File: config.mk
export PLATFORM = sky130hd
export DESIGN_NAME = port_pin_direction_enables
export DESIGN_NICKNAME = d
export VERILOG_FILES = /design/src/verilog/pin_enable_pkg.sv /design/src/verilog/port_pin_direction_enables.sv
export VERILOG_INCLUDE_DIRS = /design/src /design/src/verilog
export SDC_FILE = /design/constraint.sdc
export NUM_CORES = 1
export LEC_CHECK = 0
export ABC_AREA = 1
export ABC_CLOCK_PERIOD_IN_PS = 1800
export BUFFER_PORTS_ARGS = -buffer_cell sky130_fd_sc_hd__buf_2
export CORE_MARGIN = 4
export CORE_UTILIZATION = 30
export DETAILED_ROUTE_END_ITERATION = 10
export GPL_ROUTABILITY_DRIVEN = 0
export PLACE_DENSITY_LB_ADDON = 0.3
export RECOVER_POWER = 50
export REMOVE_ABC_BUFFERS = 1
export SYNTH_ARGS = -nofsm -noshare
export SYNTH_HDL_FRONTEND = slang
export SYNTH_SLANG_ARGS = --single-unit
File: constraint.sdc
create_clock -name mclk -period 1.8 [get_ports mclk]
set_clock_uncertainty 0.1 [all_clocks]
set_input_delay 0.18 -clock mclk [delete_from_list [all_inputs] [get_ports mclk]]
set_output_delay 0.18 -clock mclk [all_outputs]
set_load 0.1 [all_outputs]
File: src/verilog/pin_enable_map.svh
// Register offsets, field masks and reset values of the pin enable registers.
// Assumes a byte-wide register port addressed by the offsets below.
`ifndef PIN_ENABLE_MAP_SVH
`define PIN_ENABLE_MAP_SVH
`define PORTD_OE_ADDR 16'h30B3
`define PORTE_OE_ADDR 16'h30B4
`define PORTA_IE_ADDR 16'h30B8
`define PORTD_OE_MASK 8'hFF
`define PORTE_OE_MASK 8'h1F
`define PORTA_IE_MASK 8'hEF
`define PORTD_OE_RESET 8'h00
`define PORTE_OE_RESET 8'h00
`define PORTA_IE_RESET 8'h00
`endif

File: src/verilog/pin_enable_pkg.sv
// Types shared by the pin enable register block.
// Assumes nothing beyond a SystemVerilog compiler.
package pin_enable_pkg;
    typedef logic [7:0] reg_byte_t;
    typedef logic [15:0] reg_addr_t;
endpackage : pin_enable_pkg

File: src/verilog/port_pin_direction_enables.sv
// Port D and E output enables and port A input enables with their register port.
// Assumes a same-clock register master and pads that take per-pin enables and levels.
// The enables leave on flop outputs; the pad drivers and input buffers sit outside.
//
// Design decision made here: the strobed register port.

`timescale 1ns/1ps
`include "pin_enable_map.svh"
module port_pin_direction_enables
    import pin_enable_pkg::*;
(
    input wire logic mclk,
    input wire logic sys_rst,
    input wire logic [15:0] reg_addr,
    input wire logic [7:0] reg_wdata,
    input wire logic reg_wr,
    input wire logic reg_rd,
    output logic [7:0] reg_rdata,
    output logic [7:0] portd_drive_en,
    output logic [4:0] porte_drive_en,
    input wire logic [7:0] porta_pad_level,
    output logic [7:0] porta_sense_en,
    output logic [7:0] porta_in_level
);

    // Address decode for the write strobes; the read path decodes reg_addr in its own case on the same offsets.
    logic portd_sel;
    logic porte_sel;
    logic porta_sel;
    logic portd_wr;
    logic porte_wr;
    logic porta_wr;

    // Stored enables and their next values; reserved bits are stored as zero.
    reg_byte_t portd_oe_r;
    reg_byte_t porte_oe_r;
    reg_byte_t porta_ie_r;
    reg_byte_t portd_oe_nxt;
    reg_byte_t porte_oe_nxt;
    reg_byte_t porta_ie_nxt;

    reg_byte_t rdata_nxt;
    reg_byte_t porta_in_nxt;
    wire [7:0] porta_gated;

    assign portd_sel = (reg_addr == `PORTD_OE_ADDR);
    assign porte_sel = (reg_addr == `PORTE_OE_ADDR);
    assign porta_sel = (reg_addr == `PORTA_IE_ADDR);

    // The master never raises both strobes, so a write needs only its own strobe and select.
    assign portd_wr = reg_wr && portd_sel;
    assign porte_wr = reg_wr && porte_sel;
    assign porta_wr = reg_wr && porta_sel;

    // Port D has all eight bits implemented.
    always_comb
    begin
        portd_oe_nxt = portd_oe_r;
        if (portd_wr)
        begin
            portd_oe_nxt = reg_wdata & `PORTD_OE_MASK;
        end
    end

    // Reserved bits are masked on the way in, so the stored copy already reads as zero.
    always_comb
    begin
        porte_oe_nxt = porte_oe_r;
        if (porte_wr)
        begin
            porte_oe_nxt = reg_wdata & `PORTE_OE_MASK;
        end
    end

    // Port A bit 4 has no input path behind it, so it is masked like the port E spares.
    always_comb
    begin
        porta_ie_nxt = porta_ie_r;
        if (porta_wr)
        begin
            porta_ie_nxt = reg_wdata & `PORTA_IE_MASK;
        end
    end

    // Every register loads its next value on every edge; the logic above decides whether it changes.
    // Port D output enables.
    always_ff @(posedge mclk or posedge sys_rst)
    begin
        if (sys_rst)
        begin
            portd_oe_r <= `PORTD_OE_RESET;
        end
        else
        begin
            portd_oe_r <= portd_oe_nxt;
        end
    end

    // Port E output enables.
    always_ff @(posedge mclk or posedge sys_rst)
    begin
        if (sys_rst)
        begin
            porte_oe_r <= `PORTE_OE_RESET;
        end
        else
        begin
            porte_oe_r <= porte_oe_nxt;
        end
    end

    // Port A input enables.
    always_ff @(posedge mclk or posedge sys_rst)
    begin
        if (sys_rst)
        begin
            porta_ie_r <= `PORTA_IE_RESET;
        end
        else
        begin
            porta_ie_r <= porta_ie_nxt;
        end
    end

    // Unmapped addresses and idle cycles read as zero, so stale data never reaches the bus.
    always_comb
    begin
        rdata_nxt = 8'h00;
        if (reg_rd)
        begin
            case (reg_addr)
                `PORTD_OE_ADDR:
                begin
                    rdata_nxt = portd_oe_r;
                end
                `PORTE_OE_ADDR:
                begin
                    rdata_nxt = porte_oe_r & `PORTE_OE_MASK;
                end
                `PORTA_IE_ADDR:
                begin
                    rdata_nxt = porta_ie_r & `PORTA_IE_MASK;
                end
                default:
                begin
                    rdata_nxt = 8'h00;
                end
            endcase
        end
    end

    // Read data is held only in the cycle after the strobe; otherwise zero.
    always_ff @(posedge mclk or posedge sys_rst)
    begin
        if (sys_rst)
        begin
            reg_rdata <= 8'h00;
        end
        else
        begin
            reg_rdata <= rdata_nxt;
        end
    end

    // Pad levels are asynchronous, so each pin passes two flops before any gating.
    // Each pin has its own chain, so a slow pad cannot disturb its neighbours.
    genvar pin;
    generate
        for (pin = 0; pin < 8; pin = pin + 1)
        begin : g_porta_pin
            logic sync1_r;
            logic sync2_r;

            always_ff @(posedge mclk or posedge sys_rst)
            begin
                if (sys_rst)
                begin
                    sync1_r <= 1'b0;
                    sync2_r <= 1'b0;
                end
                else
                begin
                    sync1_r <= porta_pad_level[pin];
                    sync2_r <= sync1_r;
                end
            end

            // A disabled pin contributes zero, never its pad level.
            assign porta_gated[pin] = sync2_r & porta_ie_r[pin];
        end
    endgenerate

    // The gated level is registered so that every pin-side output comes from a flop.
    always_comb
    begin
        porta_in_nxt = porta_gated;
    end

    always_ff @(posedge mclk or posedge sys_rst)
    begin
        if (sys_rst)
        begin
            porta_in_level <= 8'h00;
        end
        else
        begin
            porta_in_level <= porta_in_nxt;
        end
    end

    // A write reaches the pins one edge after its strobe; there is no shadow copy.
    assign portd_drive_en = portd_oe_r;
    assign porte_drive_en = porte_oe_r[4:0];
    assign porta_sense_en = porta_ie_r;
endmodule : port_pin_direction_enables
Word-level counts from Yosys, hierarchy flattened:

Cells that the tools add are included.

* word-level logic and storage cells: 34
* bits in writable memories: 0
* input port bits: 36
* memory bits (read-only): 0
* bits in registers: 49
* bits in latches: 0
* memories kept: 0
* output and inout port bits: 37

* reduce and logical (&&, ||, !) cells: 3
* shift operators: 0
* bitwise gates (word level): 7
* eq/ne operators: 3
* multipliers: 0
* $add $sub $neg: 0
* div/mod/pow operators: 0
* multiplexer cells: 2
* order comparisons: 0

Operators with widths (number)
* $eq A16 B14 Y1 const B: 3
* $pmux W8 S3: 1
* $mux W8: 1
* $and A1 B1 Y1: 7
* $logic_and A1 B1 Y1: 3

Logic depth before layout (Yosys ltp):

Gate-level depths: netlist of run 1.

* word-level depth: 3
* gate-level depth with buffers: 9
* depth with buffers taken out: 8

Worst setup path before layout of run 1:

Ideal clock, no wire load.

* path kind: reg-to-reg
* from: register porte_oe_r[0]
* to: register reg_rdata[0]
* buffers on the path: 0
* clock period less this slack: 1407 ps
* data required time: 1637 ps
* stages on the path, launching flop included: 5
* library setup time: 63 ps
* data arrival time: 1245 ps
* slack: 393 ps
* path through: dfrtp_1 > nand3_1 > nand3_1 > nand2_1 > inv_1

* word-level cells in the longest chain between the ends: 2

Ends and longest elaborated chain
* start, declared: RTL line port_pin_direction_enables.sv:36 `reg_byte_t porte_oe_r;`
* start signal, assigned: RTL line port_pin_direction_enables.sv:104 `` porte_oe_r <= `PORTE_OE_RESET; ``
* start signal, assigned: RTL line port_pin_direction_enables.sv:108 `porte_oe_r <= porte_oe_nxt;`
* $pmux W8 S3: RTL line port_pin_direction_enables.sv:131 `case (reg_addr)`
* $mux W8: RTL line port_pin_direction_enables.sv:129 `if (reg_rd)`
* net rdata_nxt[0]: RTL line port_pin_direction_enables.sv:42 `reg_byte_t rdata_nxt;`
* end signal, assigned: RTL line port_pin_direction_enables.sv:161 `reg_rdata <= rdata_nxt;`
* end, declared: RTL line port_pin_direction_enables.sv:18 `output logic [7:0] reg_rdata,`

The timed path passes the listed nets, and every way through them passes these cells.
A chain may end at the register's enable or synchronous reset.

Final worst setup path of run 1:

* from: register porta_ie_r[1], in the netlist porta_sense_en[1]
* to: output port porta_sense_en[1]

RTL lines
* start, declared: RTL line port_pin_direction_enables.sv:37 `reg_byte_t porta_ie_r;`
* start signal, assigned: RTL line port_pin_direction_enables.sv:117 `` porta_ie_r <= `PORTA_IE_RESET; ``
* start signal, assigned: RTL line port_pin_direction_enables.sv:121 `porta_ie_r <= porta_ie_nxt;`
* end, declared: RTL line port_pin_direction_enables.sv:22 `output logic [7:0] porta_sense_en,`

No word-level cell between the ends.

==> parameters.txt, run 1 <==
Parameter                              Value

Setup path
  Cell family with most CP delay    buffers and inverters
  Type of element launching the critical path    register
  Nature of the critical path endpoint    output pin
  Critical Path Slowest Stage Cell    sky130_fd_sc_hd__buf_2
  Worst endpoint required time    between 1500 and 2000 ps
  Category of the most critical setup path    reg -> out
  CP arrival    around 1200 ps
  Cells along the critical path    buf_2
  CP Max Fanout    4
  Stage delay of the slowest cell on the critical path    around 450 ps
  CP Buf/Inv Count    1

Logic synthesis
  Post-synthesis cell count    200
  Cell accounting for the most synthesized area    sky130_fd_sc_hd__dfrtp_1
  Sequential share of the synthesized area    slightly above 60%
  Distinct cells, synth    16
  Number of synthesized register bits    around 50
  Average size of a mapped cell    slightly below 10 sq um
  Synthesized-area fraction occupied by ao, oa, aoi and oai cells    slightly above 6%
  Simple-Gate Fraction of Synth Area    roughly 25%
  Synth Cell Area    around 2000 sq um
  Dominant combinational cell family by area after synthesis    simple AND/OR/NAND/NOR gates
  Cell types with the largest area share after synthesis    sky130_fd_sc_hd__dfrtp_1 62%, sky130_fd_sc_hd__nand2_1 11%, sky130_fd_sc_hd__nand3_1 6.4%
  Synth Area in XOR/XNOR    0%
  Adder and majority gate portion of the synthesized area    0%
  Multiplexer area fraction after synthesis    0%
  Area share of the largest cell type after synthesis    between 60 and 70%
  YS warnings    0

Detailed routing
  Final wirelength    about 4.8 mm
  Post-route DRC violation count    0
  TritonRoute pass-1 iters    4
  Drt wl/cell    roughly 13 microns
  DR vias    about 1600
  Final antenna-violating net count    0
  Via density    about 4.4
  DRC marker count from the first detailed-route iteration    69

Place
  Post-Place Worst Slack    around 350 ps
  Number of buffer cells added on primary ports    between 60 and 70
  HPWL reported at the end of detailed placement    around 3.5 mm
  Area of placed instances    between 2000 and 2500 sq um

GRT
  Met3 capacity usage during global routing    under 10%
  Largest net degree at the start of global routing    24
  Met1 track demand over resource in global routing    about 16%
  Overall Global Routing Usage    13.1%
  Busiest metal layer after global routing    met2
  Initial antenna violation count    0
  Leftover overflow at the end of global routing    0
  First-pass GRT wire length    around 7.9 mm
  Global-route met2 utilization    21.9%
  Via count of the first global-routing pass    1702

Timing
  Slew @ Worst Pin    just under 700 ps
  Max-slew violation count    0
  Crit share post-route    between 70% and 80%
  Worst relative slew slack    between 50% and 60%
  Final TNS setup    0 ps
  Hold Fails Final Rpt    0
  Worst Setup Slack, final    ~360 ps
  Time the worst path needs with I/O delays and setup    between 1000 and 1500 ps
  Setup-failing EPs final    0
  Fmax    roughly 0.70 GHz
  RSZ-0062 raised after global routing    false

CTS
  TritonCTS clock tree    built
  Max H-tree Level    2
  Skew-Pair Late Insertion Delay    290 ps
  Clock Pin Slew Worst Setup and Hold Paths    about 80 ps
  Clock tree buffer depth    2
  Master cell of the clock root buffer    sky130_fd_sc_hd__clkbuf_8
  Post-CTS Setup Repair Bufs    0
  TritonCTS buffer count    5
  Clock sink count    49

Floorplan
  Horizontal die dimension    between 80 and 90 microns
  Core ar.    between 6000 and 7000 sq um
  Die area    about 7900 sq um
  Count of standard-cell rows    29
  Top-level I/O count    73
  Die Height    around 89 microns
  Initial cell density of the core    a little under a third

Min path
  Type of the worst min-delay path    in -> reg

Cells and area
  Post-synthesis to final-layout area growth    30.5%
  # diodes    0
  Fill cells    ~670
  Final design instance area without fill    between 2000 and 3000 sq um
  Number of nets in the final layout    around 320
  Share of layout cells above drive strength 1    between 30% and 40%

Power and ir drop
  PwrDens    around 730 nW/um^2
  Worst IR Drop VDD    ~0.00036 V
  Static leakage    between 1.5 and 2 nW

Flow run
  Max capacitance violation total    0

Outcome
  Outcome    completed
==> power by group <==
part | leakage, nW | internal [mW] | switching, mW
Sequential | 0.652 | 1.12 | 0.00408
Clock | 0.0443 | 0.305 | 0.330
Combinational | 0.847 | 0.0504 | 0.0813
Total | 1.54 | 1.47 | 0.415
==> sequential cells by signal, summed over array words and instances, names as in the netlist <==
| register | flops |
|---|---|
| g_porta_pin.sync2_r | 7 |
| porta_in_level | 7 |
| reg_rdata | 8 |
| porte_oe_r | 5 |
| portd_drive_en | 8 |
| g_porta_pin.sync1_r | 7 |
| porta_sense_en | 7 |
==> logic make-up after synthesis <==
kind of cell,after synthesis
simple gates,101
flops,49
buf+inv,25
compound gates,24
other cells,1
==> Yosys cell counts (all sizes together) <==
cell type,count
a21oi,4
buf,4
clkbuf,2
conb,1
dfrtp,49
inv,19
nand2,62
nand3,25
nor2,14
o21ai,20
==> worst reg2reg max path, stage by stage (launching register included) <==
cell	delay (ps)
sky130_fd_sc_hd__dfrtp_1	430
sky130_fd_sc_hd__nand3_1	100
sky130_fd_sc_hd__nand3_1	100
sky130_fd_sc_hd__nand2_1	70
sky130_fd_sc_hd__inv_1	40
==> stage by stage <==
stage	instances	utilization, %	hold slack, ps	power (mW)
final	364	40.4	17.8	1.89
after detailed placement	347	38.0	79.9	1.26
after CTS	364	40.9	3.92	1.93
after floorplan	195	-	111	1.20
after global routing	364	40.4	4.34	1.98
after global placement	347	38.0	71.1	1.26
==> routing by layer <==
metal | routed length, microns | up-vias
li1 | - | 798
met1 | 2040 | 753
met2 | 2330 | 44
met3 | 367 | 4
met4 | 36 | 0
met5 | 0 | -
==> layout by cell type (no fill, tap or decap), types with 3 or more instances in the layout <==
master	Yosys	routed
sky130_fd_sc_hd__buf_2	0	69
sky130_fd_sc_hd__nand3_1	25	25
sky130_fd_sc_hd__nor2_1	5	7
sky130_fd_sc_hd__dfrtp_1	49	49
sky130_fd_sc_hd__dlygate4sd3_1	0	10
sky130_fd_sc_hd__nor2_4	6	4
sky130_fd_sc_hd__o21ai_0	20	20
sky130_fd_sc_hd__a21oi_1	4	4
sky130_fd_sc_hd__nand2_1	58	60
sky130_fd_sc_hd__clkbuf_8	0	6
sky130_fd_sc_hd__clkbuf_1	2	3
sky130_fd_sc_hd__inv_1	19	19
sky130_fd_sc_hd__buf_4	2	4
==> final timing paths <==
path	from	end	slack (ps)	cells after the start
max in group asynchronous	sys_rst	g_porta_pin[2].sync1_r$_DFF_PP0_	470	4
setup / recovery	porta_sense_en[1]$_DFFE_PP0P_	porta_sense_en[1]	360	1
hold reg to reg	g_porta_pin[7].sync1_r$_DFF_PP0_	g_porta_pin[7].sync2_r$_DFF_PP0_	250	0
setup reg to reg	porta_sense_en[1]$_DFFE_PP0P_	reg_rdata[1]$_DFF_PP0_	870	4
hold / removal	reg_wdata[0]	portd_drive_en[0]$_DFFE_PP0P_	20	3
min in group asynchronous	sys_rst	porta_in_level[7]$_DFF_PP0_	430	3
==> area by class of cell <==
class | count | area [sq um] | share of cell area [%]
clock buffers | 7 | 86.3 | 3.36
well taps | 77 | 96.3 | 3.75
multi-input cells | 127 | 604 | 23.5
flip-flops and latches | 49 | 1230 | 47.8
repair buffers | 85 | 483 | 18.8
inverters | 19 | 71.3 | 2.78
==> timing repair <==
item                      4_1_cts  5_1_grt
resized for setup               0        0
hold buffers                   10        0
hold endpoints to repair       27        0
Power figures use the tool's default switching activity.
==> run 2, diff against run 1 <==
--- a/config.mk
+++ b/config.mk
@@ -6,8 +6,8 @@
 export SDC_FILE = /design/constraint.sdc
 export NUM_CORES = 1
 export LEC_CHECK = 0
-export ABC_AREA = 1
-export ABC_CLOCK_PERIOD_IN_PS = 1800
+export ABC_AREA = 0
+export ABC_CLOCK_PERIOD_IN_PS = 1500
 export BUFFER_PORTS_ARGS = -buffer_cell sky130_fd_sc_hd__buf_2
 export CORE_MARGIN = 4
 export CORE_UTILIZATION = 30
==> constraint.sdc (replaced) <==
create_clock -name mclk -period 1.5 [get_ports mclk]
set_clock_uncertainty 0.1 [all_clocks]
set_input_delay 0.15 -clock mclk [delete_from_list [all_inputs] [get_ports mclk]]
set_output_delay 0.15 -clock mclk [all_outputs]
set_load 0.1 [all_outputs]
==> run 2 against run 1 <==
  * The flow now finishes with violations (setup timing)
  * Global-route usage is 0.91 points lower
  * Critical path depth rose by 4
  * Die area shrank 2.0%
  * First-iteration DRC count shrank 48%
  * Clock-buffer cell count unchanged
  * Register-to-register slack got worse by 460 ps
  * Sequential power increased by 20%
  * Critical endpoint is now portd_drive_en[4]$_DFFE_PP0P_
  * Highest routed layer unchanged
==> parameters.txt, run 2 <==
Parameter                              Value

Outcome
  Outcome    complete, but fails checks
  Failing checks    setup timing

Cells and area
  Most used cells in the layout excluding fill and tap cells    68 x sky130_fd_sc_hd__buf_2, 49 x sky130_fd_sc_hd__dfrtp_1, 20 x sky130_fd_sc_hd__mux2_4
  Post-synthesis to final-layout area growth    43.8%
  Number of nets in the final layout    257 (-20%)
  Share of layout cells above drive strength 1    55.4% (+25 points)
  Most frequent standard cell in the layout excluding fill and tap cells    sky130_fd_sc_hd__buf_2
  Final standard cell count with taps included and fillers excluded    297 (-18%)
  # diodes    0 (unchanged)

GRT
  Largest net degree at the start of global routing    49 (+100%)
  First-pass GRT wire length    7.17 mm (-9.5%)
  Overall Global Routing Usage    12.2% (-0.91 points)
  Via count of the first global-routing pass    1395 (-18%)
  Initial antenna violation count    0 (unchanged)
  Leftover overflow at the end of global routing    0 (unchanged)

CTS
  TritonCTS clock tree    built
  Skew-Pair Late Insertion Delay    300 ps (about the same)
  Clock Pin Slew Worst Setup and Hold Paths    90 ps (about the same)
  TritonCTS buffer count    5 (unchanged)
  Master cell of the clock root buffer    sky130_fd_sc_hd__clkbuf_8
  Clock sink count    49 (unchanged)
  Max H-tree Level    2 (unchanged)
  Clock tree buffer depth    2 (unchanged)

Power and ir drop
  Part of the power in the clock network    38.7% (+5.0 points)
  Share of total power consumed by net switching    20.8% (-1.3 points)
  Worst IR Drop VDD    0.000619 V (+72%)
  Static leakage    1.53 nW (-1.1%)
  PwrDens    897 nW/um^2 (+22%)
  P_int    1.97 mW (+34%)
  Flop pwr share    54.1% (-5.3 points)
  Power share of the combinational group    7.2% (+0.2 points)
  Switching component of the power    0.515 mW (+24%)

Place
  Number of placed instances with taps included    272 (-22%)
  Number of buffer cells added on primary ports    69 (unchanged)
  Post-Place Worst Slack    -390 ps (-738 ps)
  HPWL reported at the end of detailed placement    3.25 mm (-7.5%)

Timing
  Fmax    0.647 GHz
  Hold Fails Final Rpt    0 (unchanged)
  Time the worst path needs with I/O delays and setup    between 1500 and 2000 ps
  Max-slew violation count    0 (unchanged)
  Slew @ Worst Pin    640 ps (-37.6 ps)
  Crit share post-route    103%
  Setup-failing EPs final    16 (+16)
  RSZ-0062 raised after global routing    true
  Worst Setup Slack, final    -46.6 ps (-410 ps)
  Worst relative slew slack    57.4% (+2.6 points)
  WHS    33.6 ps (+15.8 ps)

Setup path
  Worst endpoint required time    1580 ps (+60 ps)
  Nature of the critical path endpoint    register
  Category of the most critical setup path    in -> reg
  CP arrival    1630 ps (+470 ps)
  Flop-to-flop setup slack    410 ps (-460 ps)
  Number of cells traversed by the worst register-to-register path    3 (-1)
  CP Max Fanout    8 (+4)
  Type of element launching the critical path    input port
  Worst reg2reg startpoint    porte_oe_r[1]$_DFFE_PP0P_
  Endpoint of the lowest-slack register-to-register path    reg_rdata[1]$_DFF_PP0_

Detailed routing
  TritonRoute pass-1 iters    4 (unchanged)
  Final wirelength    4.46 mm (-6.6%)
  DR vias    1337 (-16%)
  Via density    4.50 (+2.5%)
  Final antenna-violating net count    0 (unchanged)
  Drt wl/cell    15.0 microns (+14%)
  DRC marker count from the first detailed-route iteration    36 (-48%)
  Post-route DRC violation count    0 (unchanged)

Min path
  Worst Hold Path Cells    2 (-1)
  Start point of the worst hold path    reg_rd
  Type of the worst min-delay path    in -> reg
  Worst min-delay path endpoint    reg_rdata[7]$_DFF_PP0_

Floorplan
  Horizontal die dimension    88.1 microns (-1.0%)
  Initial cell density of the core    31.8% (+0.76 points)
  Top-level I/O count    73 (unchanged)
  Die area    7760 sq um (-2.0%)
  Count of standard-cell rows    28 (-3.4%)
  Die Height    88.1 microns (-1.0%)
  Core ar.    6060 sq um (-4.6%)

Logic synthesis
  Distinct cells, synth    25 (+9)
  Multiplexer area fraction after synthesis    14.6% (+15 points)
  Average size of a mapped cell    16.7 sq um (+70%)
  Async S/R FF share, synth    100% (unchanged)
  Synth Cell Area    1920 sq um (-2.2%)
  Dominant combinational cell family by area after synthesis    multiplexers
  Cell types with the largest area share after synthesis    sky130_fd_sc_hd__dfrtp_1 64%, sky130_fd_sc_hd__mux2_4 12%, sky130_fd_sc_hd__mux2_1 2.9%
  Cell accounting for the most synthesized area    sky130_fd_sc_hd__dfrtp_1
  Adder and majority gate portion of the synthesized area    0% (unchanged)
  Synth Area in XOR/XNOR    0.455% (+0.46 points)
  Simple-Gate Fraction of Synth Area    14.4% (-11 points)
  Number of flops mapped to enable cells by yosys    0 (unchanged)
  Area share of the largest cell type after synthesis    63.7% (+1.4 points)
  Sequential share of the synthesized area    63.7% (+1.4 points)
  Ys flop type    sky130_fd_sc_hd__dfrtp_1
  Number of synthesized register bits    49 (unchanged)
  Synthesized-area fraction occupied by ao, oa, aoi and oai cells    5.59% (-0.51 points)
  Cell with the most instances after synthesis    sky130_fd_sc_hd__dfrtp_1
  Post-synthesis cell count    115 (-43%)
  Post-synth top cells    49 x sky130_fd_sc_hd__dfrtp_1, 15 x sky130_fd_sc_hd__mux2_4, 7 x sky130_fd_sc_hd__and2_1
  YS warnings    0 (unchanged)

Flow run
  Max capacitance violation total    0 (unchanged)
-- run 2: worst max path at each step --
stage,start,to,slack [ps],cells after the start
after global routing,reg_addr[9],porta_sense_en[2]$_DFFE_PP0P_,-90,5
after global placement,reg_addr[9],porta_sense_en[0]$_DFFE_PP0P_,-370,5
after floorplan,reg_addr[9],porta_sense_en[1]$_DFFE_PP0P_,-270,4
final,reg_addr[9],portd_drive_en[4]$_DFFE_PP0P_,-50,5
after detailed placement,reg_addr[9],porta_sense_en[5]$_DFFE_PP0P_,-390,5
after CTS,reg_addr[9],porta_sense_en[5]$_DFFE_PP0P_,-50,5
-- run 2: final cells by class --
class | instances | area (sq um)
clock buffers | 7 | 86.3
clock inverters | 1 | 30.0
flip-flops and latches | 49 | 1230
repair buffers | 100 | 624
inverters | 1 | 3.75
fillers | 571 | 3290
multi-input cells | 64 | 702
well taps | 75 | 93.8
-- run 2: cell families after synthesis --
kind of cell	count (synthesis)
XOR/XNOR	1
buffers and inverters	3
other	1
AND/OR/NAND/NOR	28
flip-flops	49
AO/OA/AOI/OAI	13
multiplexers	20
-- run 2: timing repair --
action                     in CTS  in global routing
hold endpoints to repair       68                  0
hold buffers                   16                  0
pin swaps                       0                  1
buffers inserted                2                  0
gates resized for setup         1                  5
setup endpoints to repair      20                 22
-- run 2: power groups by stage --
| stage | logic (mW) | registers [mW] | clock network [mW] |
|---|---|---|---|
| after global placement | 0.151 | 1.37 | 0 |
| after CTS | 0.188 | 1.34 | 1.00 |
| after floorplan | 0.0631 | 1.37 | 0 |
| after global routing | 0.198 | 1.35 | 1.06 |
| after detailed placement | 0.153 | 1.37 | 0 |
| final | 0.179 | 1.34 | 0.961 |
-- run 2: stage by stage --
| stage | util, % | TNS, ps | cell area [sq um] | power, mW |
|---|---|---|---|---|
| 4_1_cts | 45.7 | -709 | 2770 | 2.53 |
| 6_report | 45.6 | -531 | 2770 | 2.48 |
| 2_1_floorplan | - | -5130 | 1910 | 1.43 |
| 5_1_grt | 45.6 | -1370 | 2770 | 2.60 |
| 3_5_place_dp | 40.8 | -9170 | 2470 | 1.52 |
| 3_3_place_gp | 40.8 | -8870 | 2470 | 1.52 |
-- run 2: worst max-delay path: stages --
cell and delay [ps]:
sky130_fd_sc_hd__buf_6 90, sky130_fd_sc_hd__or4_4 580, sky130_fd_sc_hd__nor4b_4 310, sky130_fd_sc_hd__nand2_4 170, sky130_fd_sc_hd__mux2_4 330
-- run 2: layer usage --
layer | wire [microns] | GRT usage, %
met5 | 0 | 0
met4 | 97 | 5.08
met3 | 294 | 2.73
met2 | 2130 | 18.8
met1 | 1940 | 16.5
==> run 3, diff against run 2 <==
--- a/config.mk
+++ b/config.mk
@@ -13,6 +13,7 @@
 export CORE_UTILIZATION = 30
 export DETAILED_ROUTE_END_ITERATION = 10
 export GPL_ROUTABILITY_DRIVEN = 0
+export HOLD_SLACK_MARGIN = 0.08
 export PLACE_DENSITY_LB_ADDON = 0.3
 export RECOVER_POWER = 50
 export REMOVE_ABC_BUFFERS = 1
==> run 3 against run 2 <==
  * The flow still finishes with violations (setup timing)
  * Sequential share of layout area down 0.16 points
  * Utilization up 0.17 points
  * Maximum frequency unchanged
  * Via count rose by 0.30%
  * Combinational power barely moved
  * Power barely moved
  * Clock power about the same
  * Non-clock buffer count rose by 1
  * Global-route usage stayed put
  * Setup slack unchanged
  * Die area unchanged
  * Critical endpoint unchanged
  * Largest power group unchanged
  * Highest routed layer unchanged
==> parameters.txt, run 3 (synthesized netlist as in run 2, its figures left out) <==
Parameter                              Value

CTS
  TritonCTS clock tree    built
  Master cell of the clock root buffer    sky130_fd_sc_hd__clkbuf_8
  TritonCTS buffer count    5 (unchanged)
  Clock sink count    49 (unchanged)
  Skew-Pair Late Insertion Delay    300 ps (about the same)
  Clock tree buffer depth    2 (unchanged)
  Max H-tree Level    2 (unchanged)
  Clock Pin Slew Worst Setup and Hold Paths    80 ps (about the same)

Timing
  Worst Setup Slack, final    -46.6 ps (unchanged)
  Setup-failing EPs final    16 (unchanged)
  Hold Fails Final Rpt    0 (unchanged)
  Worst relative slew slack    57.4% (unchanged)
  Max-slew violation count    0 (unchanged)
  RSZ-0062 raised after global routing    true
  Fmax    0.647 GHz (unchanged)
  Crit share post-route    103% (unchanged)
  Slew @ Worst Pin    640 ps (unchanged)
  Time the worst path needs with I/O delays and setup    1550 ps (unchanged)
  Final TNS setup    -531 ps (+0.137 ps)

Setup path
  Worst reg2reg startpoint    porte_oe_r[1]$_DFFE_PP0P_
  Stage delay of the slowest cell on the critical path    580 ps (about the same)
  Type of element launching the critical path    input port
  Endpoint of the lowest-slack register-to-register path    reg_rdata[1]$_DFF_PP0_
  Category of the most critical setup path    in -> reg
  CP Max Fanout    8 (unchanged)
  Critical Path Slowest Stage Cell    sky130_fd_sc_hd__or4_4
  Nature of the critical path endpoint    register
  Worst endpoint required time    1580 ps (about the same)
  Number of cells traversed by the worst register-to-register path    3 (unchanged)
  CP arrival    1630 ps (about the same)
  Cells along the critical path    buf_6 -> or4_4 -> nor4b_4 -> nand2_4 -> mux2_4
  Flop-to-flop setup slack    410 ps (about the same)

GRT
  Via count of the first global-routing pass    1397 (+0.14%)
  First-pass GRT wire length    7.17 mm (unchanged)
  Global-route met2 utilization    18.8% (unchanged)
  Largest net degree at the start of global routing    49 (unchanged)
  Met1 track demand over resource in global routing    16.5% (unchanged)
  Met3 capacity usage during global routing    2.73% (unchanged)
  Leftover overflow at the end of global routing    0 (unchanged)
  Overall Global Routing Usage    12.2% (unchanged)
  Busiest metal layer after global routing    met2
  Initial antenna violation count    0 (unchanged)

Min path
  Type of the worst min-delay path    in -> async

Floorplan
  Horizontal die dimension    88.1 microns (unchanged)
  Top-level I/O count    73 (unchanged)
  Initial cell density of the core    31.8% (unchanged)
  Core ar.    6060 sq um (unchanged)
  Count of standard-cell rows    28 (unchanged)
  Die area    7760 sq um (unchanged)
  Die Height    88.1 microns (unchanged)

Cells and area
  Storage cell area    1230 sq um (unchanged)
  Final design instance area without fill    2780 sq um (+0.36%)
  Fill cells    572 (+0.18%)
  Final standard cell count with taps included and fillers excluded    298 (+0.34%)
  Multi-input combinational cell area    702 sq um (unchanged)
  Number of nets in the final layout    258 (+0.39%)
  Most frequent standard cell in the layout excluding fill and tap cells    sky130_fd_sc_hd__buf_2
  # diodes    0 (unchanged)
  Most used cells in the layout excluding fill and tap cells    68 x sky130_fd_sc_hd__buf_2, 49 x sky130_fd_sc_hd__dfrtp_1, 20 x sky130_fd_sc_hd__mux2_4
  Share of layout cells above drive strength 1    55.2% (-0.25 points)
  Post-synthesis to final-layout area growth    44.3%
  Final cell utilization of the core    45.8% (+0.17 points)

Detailed routing
  Via density    4.50 (about the same)
  TritonRoute pass-1 iters    4 (unchanged)
  Post-route DRC violation count    0 (unchanged)
  DRC marker count from the first detailed-route iteration    27 (-25%)
  Final antenna-violating net count    0 (unchanged)
  Final wirelength    4.46 mm (about the same)
  DR vias    1341 (+0.30%)
  Drt wl/cell    15.0 microns (-0.29%)

Outcome
  Failing checks    setup timing
  Outcome    complete, but fails checks

Power and ir drop
  PwrDens    895 nW/um^2 (-0.28%)
  Static leakage    1.53 nW (+0.27%)
  Worst IR Drop VDD    0.000619 V (about the same)
  Total power    2.48 mW (about the same)

Place
  HPWL reported at the end of detailed placement    3.25 mm (unchanged)
  Area of placed instances    2470 sq um (unchanged)
  Number of placed instances with taps included    272 (unchanged)
  Number of buffer cells added on primary ports    69 (unchanged)

Flow run
  Max capacitance violation total    0 (unchanged)
==> run 3: repair_timing <==
item	in CTS	in global routing
gates resized for setup	1	5
hold buffers	17	0
setup buffers	2	0
pin swaps	0	1
endpoints found under the hold margin	80	0
setup endpoints to repair	20	22
==> run 3: area by class of cell <==
cell class | count | area share [%]
flip-flops and latches | 49 | 44.2
multi-input cells | 64 | 25.3
repair buffers | 101 | 22.8
well taps | 75 | 3.38
clock buffers | 7 | 3.11
clock inverters | 1 | 1.08
inverters | 1 | 0.135
==> run 3: critical path: cells and delay by family <==
family / cells / cell delay, ps
muxes: 1 / 330
and+or+nand+nor: 3 / 1060
buffers and inverters: 1 / 90
==> run 3: power breakdown <==
part           switching (mW)  total [mW]  internal (mW)
logic                  0.0938       0.181         0.0870
registers             0.00398        1.34           1.34
clock network           0.418       0.961          0.544
total                   0.516        2.48           1.97
==> run 3: metal layers <==
layer	part of all wire [%]	wire (microns)
met4	2.2	97
met5	0	0
met3	6.6	294
met2	48	2130
met1	44	1940
==> run 3: how the worst max path moves through the flow <==
stage               cells past startpoint                            end        start
floorplan                               4  porta_sense_en[1]$_DFFE_PP0P_  reg_addr[9]
CTS                                     5  porta_sense_en[5]$_DFFE_PP0P_  reg_addr[9]
detailed placement                      5  porta_sense_en[5]$_DFFE_PP0P_  reg_addr[9]
finish                                  5  portd_drive_en[4]$_DFFE_PP0P_  reg_addr[9]
global route                            5  porta_sense_en[2]$_DFFE_PP0P_  reg_addr[9]
global placement                        5  porta_sense_en[0]$_DFFE_PP0P_  reg_addr[9]
==> run 3: through the flow <==
stage / hold WS, ps / setup WS [ps]
final: 138 / -46.6
after global routing: 154 / -87.8
after CTS: 129 / -54.0
after detailed placement: -89.4 / -390
after global placement: -92.3 / -365
after floorplan: 81.4 / -267
